### config.mk
export PLATFORM = sky130hd
export DESIGN_NAME = lam_left_line_mix_regs
export DESIGN_NICKNAME = d
export VERILOG_FILES = /design/src/core/lam_pkg.sv /design/src/core/lam_left_line_mix_regs.sv
export SDC_FILE = /design/constraint.sdc
export NUM_CORES = 1
export LEC_CHECK = 0
export BUFFER_PORTS_ARGS = -buffer_cell sky130_fd_sc_hd__buf_2
export CAP_MARGIN = 0
export CORE_MARGIN = 3
export CORE_UTILIZATION = 44
export DETAILED_ROUTE_END_ITERATION = 8
export PLACE_DENSITY_LB_ADDON = 0.08
export SYNTH_ARGS = -nofsm -noshare
export SYNTH_HDL_FRONTEND = slang
export SYNTH_SLANG_ARGS = --single-unit
### constraint.sdc
create_clock -name clk -period 3 [get_ports clk]
set_clock_uncertainty 0.2 [all_clocks]
set_input_delay 0.3 -clock clk [delete_from_list [all_inputs] [get_ports clk]]
set_output_delay 0.3 -clock clk [all_outputs]
set_load 0.01 [all_outputs]
### src/core/lam_pkg.sv
package lam_pkg;

  // ----------------------------------------------------------------------
  // Register map
  // ----------------------------------------------------------------------

  // Register indices; the byte address is four times the index.
  localparam logic [7:0] LAM_IDX_L2_CTRL = 8'h14;
  localparam logic [7:0] LAM_IDX_R1_CTRL = 8'h15;
  localparam int         LAM_ADDR_W      = 8;

  // ----------------------------------------------------------------------
  // Field layout
  // ----------------------------------------------------------------------

  localparam int LAM_CFG_BIT   = 7;  // Input configuration select bit.
  localparam int LAM_LVL_HI    = 6;  // Level field upper bit.
  localparam int LAM_LVL_LO    = 3;  // Level field lower bit.
  localparam int LAM_BIAS_BIT  = 2;  // Weak common-mode bias enable bit.

  // ----------------------------------------------------------------------
  // Level codes and reset values
  // ----------------------------------------------------------------------

  localparam logic [3:0] LAM_LVL_MAX_GAIN = 4'h8;  // Last valid code.
  localparam logic [3:0] LAM_LVL_OFF      = 4'hF;  // Input disconnected.
  localparam logic [3:0] LAM_LVL_RESET    = 4'hF;
  localparam logic       LAM_CFG_RESET    = 1'h0;
  localparam logic       LAM_BIAS_RESET   = 1'h0;

  // ----------------------------------------------------------------------
  // Bus answers
  // ----------------------------------------------------------------------

  localparam logic [1:0] LAM_RESP_OKAY   = 2'h0;
  localparam logic [1:0] LAM_RESP_SLVERR = 2'h2;

  // One line input's control fields.
  typedef struct packed {
    logic       input_config_select;  // 0 single-ended, 1 differential.
    logic [3:0] level;                // Attenuation code.
  } lam_line_ctrl_type;

  // Decoded drive to the analog mixer for one line input.
  typedef struct packed {
    logic       connect;      // Line feeds the left mixer.
    logic       diff;         // Fully differential configuration.
    logic [4:0] atten_half;   // Attenuation in 0.5 dB steps.
  } lam_mix_drive_type;

endpackage

### src/core/lam_left_line_mix_regs.sv
// The AXI4-Lite interface to the registers was left to the implementer.
`timescale 1ns/1ps

module lam_left_line_mix_regs (
  input  wire logic                      clk,
  input  wire logic                      arst_n,
  input  wire logic                      ce,
  // AXI4-Lite write address channel.
  input  wire logic [7:0]                s_axi_awaddr,
  input  wire logic                      s_axi_awvalid,
  output logic                           s_axi_awready,
  // AXI4-Lite write data channel.
  input  wire logic [31:0]               s_axi_wdata,
  input  wire logic [3:0]                s_axi_wstrb,
  input  wire logic                      s_axi_wvalid,
  output logic                           s_axi_wready,
  // AXI4-Lite write response channel.
  output logic [1:0]                     s_axi_bresp,
  output logic                           s_axi_bvalid,
  input  wire logic                      s_axi_bready,
  // AXI4-Lite read address channel.
  input  wire logic [7:0]                s_axi_araddr,
  input  wire logic                      s_axi_arvalid,
  output logic                           s_axi_arready,
  // AXI4-Lite read data channel.
  output logic [31:0]                    s_axi_rdata,
  output logic [1:0]                     s_axi_rresp,
  output logic                           s_axi_rvalid,
  input  wire logic                      s_axi_rready,
  // Mixer drive for the second left line input.
  output lam_pkg::lam_mix_drive_type     second_left_line_input_drive,
  // Mixer drive for the first right line input into the left mixer.
  output lam_pkg::lam_mix_drive_type     first_right_line_input_drive,
  // Weak common-mode bias for unselected left-channel inputs.
  output logic                           left_weak_bias_en
);

  // ----------------------------------------------------------------------
  // Helper functions
  // ----------------------------------------------------------------------

  // Byte address of a register index.
  // Registers sit on word boundaries, so the index moves up two bits.
  function automatic logic [7:0] idx_addr(input logic [7:0] idx);
    idx_addr = {idx[5:0], 2'b00};
  endfunction

  // Decodes a level code into the mixer drive; reserved codes disconnect.
  // Reserved codes would scale past the last valid step, so they are held
  // off rather than driving an undefined attenuation.
  function automatic lam_pkg::lam_mix_drive_type decode_drive(
    input lam_pkg::lam_line_ctrl_type ctl
  );
    lam_pkg::lam_mix_drive_type drv;
    // The configuration follows the bit even while the line is off.
    drv.diff       = ctl.input_config_select;
    drv.connect    = (ctl.level <= lam_pkg::LAM_LVL_MAX_GAIN);
    // Each code step adds 1.5 dB, three half-dB units.
    drv.atten_half = drv.connect ? 5'({1'b0, ctl.level} * 5'h03)
                                 : 5'h00;
    decode_drive = drv;
  endfunction

  // ----------------------------------------------------------------------
  // State
  // ----------------------------------------------------------------------

  // Stored register fields.
  lam_pkg::lam_line_ctrl_type  l2_q, l2_d;      // Second left line fields.
  lam_pkg::lam_line_ctrl_type  r1_q, r1_d;      // First right line fields.
  logic                        bias_q, bias_d;  // Weak bias enable.

  // Registered mixer drives, decoded from the fields as they are stored.
  lam_pkg::lam_mix_drive_type  l2_drv_q, l2_drv_d;  // Line two drive.
  lam_pkg::lam_mix_drive_type  r1_drv_q, r1_drv_d;  // Right line one drive.

  // Write side: address and word are held until the response goes out.
  logic                        aw_held_q, aw_held_d;  // Write address held.
  logic [7:0]                  awaddr_q, awaddr_d;    // Held write address.
  logic                        w_held_q, w_held_d;    // Write data held.
  logic [31:0]                 wdata_q, wdata_d;      // Held write word.
  logic [3:0]                  wstrb_q, wstrb_d;      // Held byte strobes.

  // Write handshake outputs.
  logic                        awready_q, awready_d;  // Address accepted.
  logic                        wready_q, wready_d;    // Word accepted.
  logic                        bvalid_q, bvalid_d;    // Response pending.
  logic [1:0]                  bresp_q, bresp_d;      // Response code.

  // Read handshake outputs; the data is captured when the address is
  // taken, so a later write cannot tear an answer already on the bus.
  logic                        arready_q, arready_d;  // Address accepted.
  logic                        rvalid_q, rvalid_d;    // Answer pending.
  logic [31:0]                 rdata_q, rdata_d;      // Answer word.
  logic [1:0]                  rresp_q, rresp_d;      // Answer code.

  // Packed read image of each register with reserved bits at zero.
  // Reserved positions are constants, so no write can ever set them.
  logic [7:0]                  l2_byte;
  logic [7:0]                  r1_byte;

  assign l2_byte = {l2_q.input_config_select, l2_q.level, bias_q,
                    2'b00};
  assign r1_byte = {r1_q.input_config_select, r1_q.level,
                    3'b000};

  // ----------------------------------------------------------------------
  // Next-state logic
  // ----------------------------------------------------------------------

  // Captures write address and data in either order, performs the write
  // once both are held, answers reads one cycle after the address.
  // A write stores one cycle after its later half is taken, so the
  // response and the new drive appear at the same edge. Reads sample the
  // stored image and never touch a field, which keeps them free of side
  // effects.
  always_comb begin
    // Every next value but the two drives defaults to its register, so nothing latches.
    l2_d      = l2_q;
    r1_d      = r1_q;
    bias_d    = bias_q;
    aw_held_d = aw_held_q;
    awaddr_d  = awaddr_q;
    w_held_d  = w_held_q;
    wdata_d   = wdata_q;
    wstrb_d   = wstrb_q;
    awready_d = awready_q;
    wready_d  = wready_q;
    bvalid_d  = bvalid_q;
    bresp_d   = bresp_q;
    arready_d = arready_q;
    rvalid_d  = rvalid_q;
    rdata_d   = rdata_q;
    rresp_d   = rresp_q;

    // A taken write address is held until the response goes out.
    if (s_axi_awvalid && awready_q) begin
      aw_held_d = 1'b1;
      awaddr_d  = s_axi_awaddr;
      awready_d = 1'b0;
    end

    // A taken write word is held until the response goes out.
    if (s_axi_wvalid && wready_q) begin
      w_held_d = 1'b1;
      wdata_d  = s_axi_wdata;
      wstrb_d  = s_axi_wstrb;
      wready_d = 1'b0;
    end

    // Both halves present: update the fields and raise the response.
    // The answer goes out one cycle after the later half is taken.
    if (aw_held_q && w_held_q && !bvalid_q) begin
      bvalid_d  = 1'b1;
      bresp_d   = lam_pkg::LAM_RESP_OKAY;
      aw_held_d = 1'b0;
      w_held_d  = 1'b0;
      if (awaddr_q == idx_addr(lam_pkg::LAM_IDX_L2_CTRL)) begin
        // Only lane 0 carries the register; reserved bits are dropped.
        if (wstrb_q[0]) begin
          l2_d.input_config_select = wdata_q[lam_pkg::LAM_CFG_BIT];
          l2_d.level  = wdata_q[lam_pkg::LAM_LVL_HI:lam_pkg::LAM_LVL_LO];
          bias_d      = wdata_q[lam_pkg::LAM_BIAS_BIT];
        end
      end else if (awaddr_q == idx_addr(lam_pkg::LAM_IDX_R1_CTRL)) begin
        // This register has no bias bit; bits 2:0 are never stored.
        if (wstrb_q[0]) begin
          r1_d.input_config_select = wdata_q[lam_pkg::LAM_CFG_BIT];
          r1_d.level  = wdata_q[lam_pkg::LAM_LVL_HI:lam_pkg::LAM_LVL_LO];
        end
      end else begin
        // Unmapped address: nothing stored, error answer.
        bresp_d = lam_pkg::LAM_RESP_SLVERR;
      end
    end

    // Response taken: reopen both write channels.
    // Keeping them shut until then limits the write side to one request.
    if (bvalid_q && s_axi_bready) begin
      bvalid_d  = 1'b0;
      awready_d = 1'b1;
      wready_d  = 1'b1;
    end

    // Read address taken: return the image with no effect on fields.
    if (s_axi_arvalid && arready_q) begin
      arready_d = 1'b0;
      rvalid_d  = 1'b1;
      rresp_d   = lam_pkg::LAM_RESP_OKAY;
      if (s_axi_araddr == idx_addr(lam_pkg::LAM_IDX_L2_CTRL)) begin
        // Upper lanes carry no register and read as zero.
        rdata_d = {24'h000000, l2_byte};
      end else if (s_axi_araddr == idx_addr(lam_pkg::LAM_IDX_R1_CTRL)) begin
        rdata_d = {24'h000000, r1_byte};
      end else begin
        // Unmapped address: zero data and an error answer.
        rdata_d = 32'h00000000;
        rresp_d = lam_pkg::LAM_RESP_SLVERR;
      end
    end

    // Read data taken: accept the next read address.
    if (rvalid_q && s_axi_rready) begin
      rvalid_d  = 1'b0;
      arready_d = 1'b1;
    end

    // Mixer drive follows the fields being stored.
    l2_drv_d = decode_drive(l2_d);
    r1_drv_d = decode_drive(r1_d);
  end

  // ----------------------------------------------------------------------
  // Registers
  // ----------------------------------------------------------------------

  // Holds all state; a low clock enable freezes every register except under reset.
  // With ce low only the reset branch assigns, so every register keeps its value until arst_n falls.
  always_ff @(posedge clk or negedge arst_n) begin
    if (!arst_n) begin
      // Fields come up with both inputs disconnected.
      l2_q.input_config_select <= lam_pkg::LAM_CFG_RESET;
      l2_q.level               <= lam_pkg::LAM_LVL_RESET;
      r1_q.input_config_select <= lam_pkg::LAM_CFG_RESET;
      r1_q.level               <= lam_pkg::LAM_LVL_RESET;
      bias_q                   <= lam_pkg::LAM_BIAS_RESET;
      // Drives match the reset fields: nothing connected.
      l2_drv_q                 <= '0;
      r1_drv_q                 <= '0;
      // Write side idle and ready to take a request.
      aw_held_q                <= 1'b0;
      awaddr_q                 <= 8'h00;
      w_held_q                 <= 1'b0;
      wdata_q                  <= 32'h00000000;
      wstrb_q                  <= 4'h0;
      awready_q                <= 1'b1;
      wready_q                 <= 1'b1;
      bvalid_q                 <= 1'b0;
      bresp_q                  <= lam_pkg::LAM_RESP_OKAY;
      // Read side idle and ready to take a request.
      arready_q                <= 1'b1;
      rvalid_q                 <= 1'b0;
      rdata_q                  <= 32'h00000000;
      rresp_q                  <= lam_pkg::LAM_RESP_OKAY;
    end else if (ce) begin
      // Fields and their decoded drives.
      l2_q      <= l2_d;
      r1_q      <= r1_d;
      bias_q    <= bias_d;
      l2_drv_q  <= l2_drv_d;
      r1_drv_q  <= r1_drv_d;
      // Write side.
      aw_held_q <= aw_held_d;
      awaddr_q  <= awaddr_d;
      w_held_q  <= w_held_d;
      wdata_q   <= wdata_d;
      wstrb_q   <= wstrb_d;
      awready_q <= awready_d;
      wready_q  <= wready_d;
      bvalid_q  <= bvalid_d;
      bresp_q   <= bresp_d;
      // Read side.
      arready_q <= arready_d;
      rvalid_q  <= rvalid_d;
      rdata_q   <= rdata_d;
      rresp_q   <= rresp_d;
    end
  end

  // ----------------------------------------------------------------------
  // Outputs
  // ----------------------------------------------------------------------

  // Every output is a register copy; no logic sits between a flip-flop
  // and a pin.
  // Bus handshakes and answers.
  assign s_axi_awready                = awready_q;
  assign s_axi_wready                 = wready_q;
  assign s_axi_bvalid                 = bvalid_q;
  assign s_axi_bresp                  = bresp_q;
  assign s_axi_arready                = arready_q;
  assign s_axi_rvalid                 = rvalid_q;
  assign s_axi_rdata                  = rdata_q;
  assign s_axi_rresp                  = rresp_q;
  // Mixer controls.
  assign second_left_line_input_drive = l2_drv_q;
  assign first_right_line_input_drive = r1_drv_q;
  assign left_weak_bias_en            = bias_q;

endmodule

==> out/results.txt <==
Routed Antenna Nets -> 0
placed insts -> 395
f_max -> 350 MHz
M3 GR Usage -> 0.0413
cts bufs inserted -> 5
Setup violations, final -> 0
worst skew pair latency -> 0.31 ns
Die ar. -> 0.00740 mm^2
startpoint class of the critical path -> register
vias -> 1975
Top FF cell, synth -> dfrtp_1
largest family of logic cells by synthesized area -> multiplexers
final WL -> 5.54 mm
hpwl dp -> 4.08 mm
Ys Warns -> 0
Setup CP Type -> reg2reg
largest net degree at the start of global routing -> 49
crit path max fanout -> 4
worst hold slack -> -0.0211 ns
Initial Utilization -> 0.465
CTS Root Cell -> clkbuf_8
sequential element share of the synthesized area -> 0.476
cell count after synthesis -> 253
Worst setup EP type -> register
Rel. slew slack -> 0.297
buffers added on ports -> 58
non-filler cells in the finished layout -> 408
Die W -> 86.0 um
vias in the first global route -> 1921
Layout Nets -> 404
Most Crowded Layer GR -> met2
Area Growth Syn to Fin -> 20.2%
Iter 0 DRT Violations -> 73
reg2reg path depth -> 9
met1 Use GR -> 0.202
RSZ-0062 raised after global routing -> yes
final instance area -> 0.00339 mm^2
FILL cells -> 576
Max rail drop VDD -> 0.423 mV
Max Root-Sink Buffers -> 2
Ports -> 116
Yosys reg bits -> 53
initial antenna violation count -> 0
Hold Fails Final Rpt -> 42
total gr overflow -> 0
Netlist cell types -> 46
Post-Synth XOR/XNOR Area -> 0.00622
worst hold path class -> in2async
status -> complete, but fails checks
share of cells above drive strength 1 -> 0.429
wire length per cell -> 13.6 um
asr flop ratio synth -> 1.00
global-route wire length before repair -> 9.18 mm
GR Layer Usage met2 -> 0.259
required time worst endpoint -> 3.04 ns
Post-synth EDFFs -> 0
final RePlAce weighted congestion -> 0.729
Syn Area/Cell -> 11.1 um^2
CTS tree -> done
Clk pin slew, worst setup/hold paths -> 0.10 ns
total clock sinks -> 53
Max-Cap Viols -> 0
vias per inst -> 4.84
DRC errors left -> 0
H-tree depth -> 2
failing checks -> hold timing
Worst-Margin Slew -> 1.06 ns
multiplexer area fraction after synthesis -> 0.141
Post-Synthesis Cell Area -> 0.00282 mm^2
placeable core area -> 0.00606 mm^2
Final Max Tran Viols -> 0
Synth Area in Compound Gates -> 0.0875
pwr dens -> 596 mW/mm^2
Placed Area -> 0.00319 mm^2
Final TNS setup -> 0 ns
num rows -> 28
static leakage -> 1.70 nW
fin crit share -> 0.953
Die Ht -> 86.0 um
Adder-Cell Fraction of Synth Area -> 0.0586
Total Routing Usage GR -> 0.156
Critical Path AT -> 2.90 ns
first-pass iteration count of the detailed router -> 4
Post-Synth Simple-Gate Area -> 0.126
ant diodes -> 0
min Tclk post-route -> 2.86 ns
==> worst max-delay path, stage by stage, from the launching register on <==
cell,delay (ns)
dfrtp_1,0.39
or4b_4,0.58
nor4_4,0.17
buf_6,0.17
mux2_2,0.37
ha_1,0.32
a21oi_2,0.15
nand2_1,0.08
a211o_1,0.22
a21oi_1,0.13
==> final cells by class <==
type,count,area (um^2),area share
clock buffers,5,68.8,0.0203
clock inverters,3,21.3,0.00628
inverters,12,45.0,0.0133
multi-input cells,179,1350,0.397
flip-flops and latches,53,1340,0.395
well taps,75,93.8,0.0277
repair buffers,81,474,0.140
==> worst paths after layout <==
path                                           from                                           to  slack [ns]
min                                          arst_n                   s_axi_rresp[1]$_DFFE_PN0P_       -0.02
max                         awaddr_q[3]$_DFFE_PN0P_  second_left_line_input_drive[4]$_DFFE_PN0P_        0.14
max reg2reg                 awaddr_q[3]$_DFFE_PN0P_  second_left_line_input_drive[4]$_DFFE_PN0P_        0.14
max in group asynchronous                    arst_n                       r1_byte[5]$_DFFE_PN1P_        1.86
min in group clk                    s_axi_awaddr[0]                      awaddr_q[0]$_DFFE_PN0P_        0.01
min reg2reg                s_axi_wready$_DFFE_PN1P_                     s_axi_wready$_DFFE_PN1P_        0.27
==> cells in the mapped netlist, types with 2 or more instances <==
| library cell | n | area (um^2) |
|---|---|---|
| mux2i_1 | 7 | 70.1 |
| nand4_1 | 3 | 18.8 |
| nor3_1 | 2 | 10.0 |
| o21ai_0 | 8 | 40.0 |
| nand3_1 | 7 | 35.0 |
| nor2_1 | 5 | 18.8 |
| dfrtp_1 | 42 | 1050 |
| o31ai_1 | 4 | 30.0 |
| a31oi_1 | 2 | 12.5 |
| buf_4 | 30 | 225 |
| inv_1 | 12 | 45.0 |
| nand2_1 | 32 | 120 |
| mux2_2 | 29 | 327 |
| clkbuf_1 | 5 | 18.8 |
| a21oi_1 | 6 | 30.0 |
| fa_1 | 2 | 40.0 |
| a21boi_0 | 4 | 30.0 |
| o2bb2ai_1 | 5 | 43.8 |
| a211o_1 | 2 | 17.5 |
| dfstp_2 | 11 | 289 |
| ha_1 | 10 | 125 |
==> registers in the layout, summed over array words and instances (netlist names), 4 cells and up <==
name / flops
s_axi_rdata: 6
first_right_line_input_drive: 7
l2_byte: 4
wdata_q: 6
r1_byte: 4
second_left_line_input_drive: 7
awaddr_q: 8
==> placed cells by master (no fill, tap or decap), types with 2 or more instances in the layout <==
cell type	count
nor3_1	2
mux2_2	29
a21boi_0	3
dfstp_2	11
nor2_1	5
a31oi_1	2
nand3_1	7
o31ai_1	3
ha_1	9
o2bb2ai_1	5
buf_4	19
mux2i_4	2
nand4_1	3
a211o_1	2
clkbuf_8	5
a21oi_1	4
mux2i_1	5
dfrtp_1	42
o21ai_0	8
buf_2	58
conb_1	28
a21oi_2	2
dlygate4sd3_1	3
inv_1	11
nand2_1	32
fa_1	2
==> power by group <==
group,total [mW],switching [mW],internal (mW)
logic,0.568,0.255,0.312
registers,1.04,0.145,0.892
clock network,0.415,0.248,0.166
==> layer usage <==
layer | routed length (um) | vias up
li1 | - | 979
met1 | 2500 | 935
met2 | 2620 | 54
met3 | 355 | 7
met4 | 65 | 0
met5 | 0 | -
==> through the flow <==
| stage | total power, mW | hold slack [ns] | util | setup slack (ns) |
|---|---|---|---|---|
| after floorplan | 1.36 | -0.196 | - | 0.0725 |
| after global placement | 1.56 | 0.254 | 0.526 | 0.00101 |
| after detailed placement | 1.58 | 0.260 | 0.526 | -0.0313 |
| after CTS | 2.00 | 0.000856 | 0.544 | -0.0152 |
| after global routing | 2.16 | 0.00134 | 0.559 | -0.0181 |
| final | 2.02 | -0.0211 | 0.559 | 0.140 |
==> what timing repair did <==
item,4_1_cts,5_1_grt
buffers inserted,0,2
endpoints found under the setup margin,6,6
endpoints found under the hold margin,1,2
resized for setup,3,10
hold buffers,1,2
pin swaps,0,4
==> cell families (layout without fill, tap and decap cells) <==
kind of cell | Yosys count | after routing
simple gates | 65 | 65
flops | 53 | 53
buf+inv | 48 | 101
compound gates | 36 | 36
mux | 36 | 36
fa+ha+maj | 12 | 12
xor+xnor | 2 | 2
other cells | 1 | 28
Note: power is estimated with default switching activity, not from simulation.
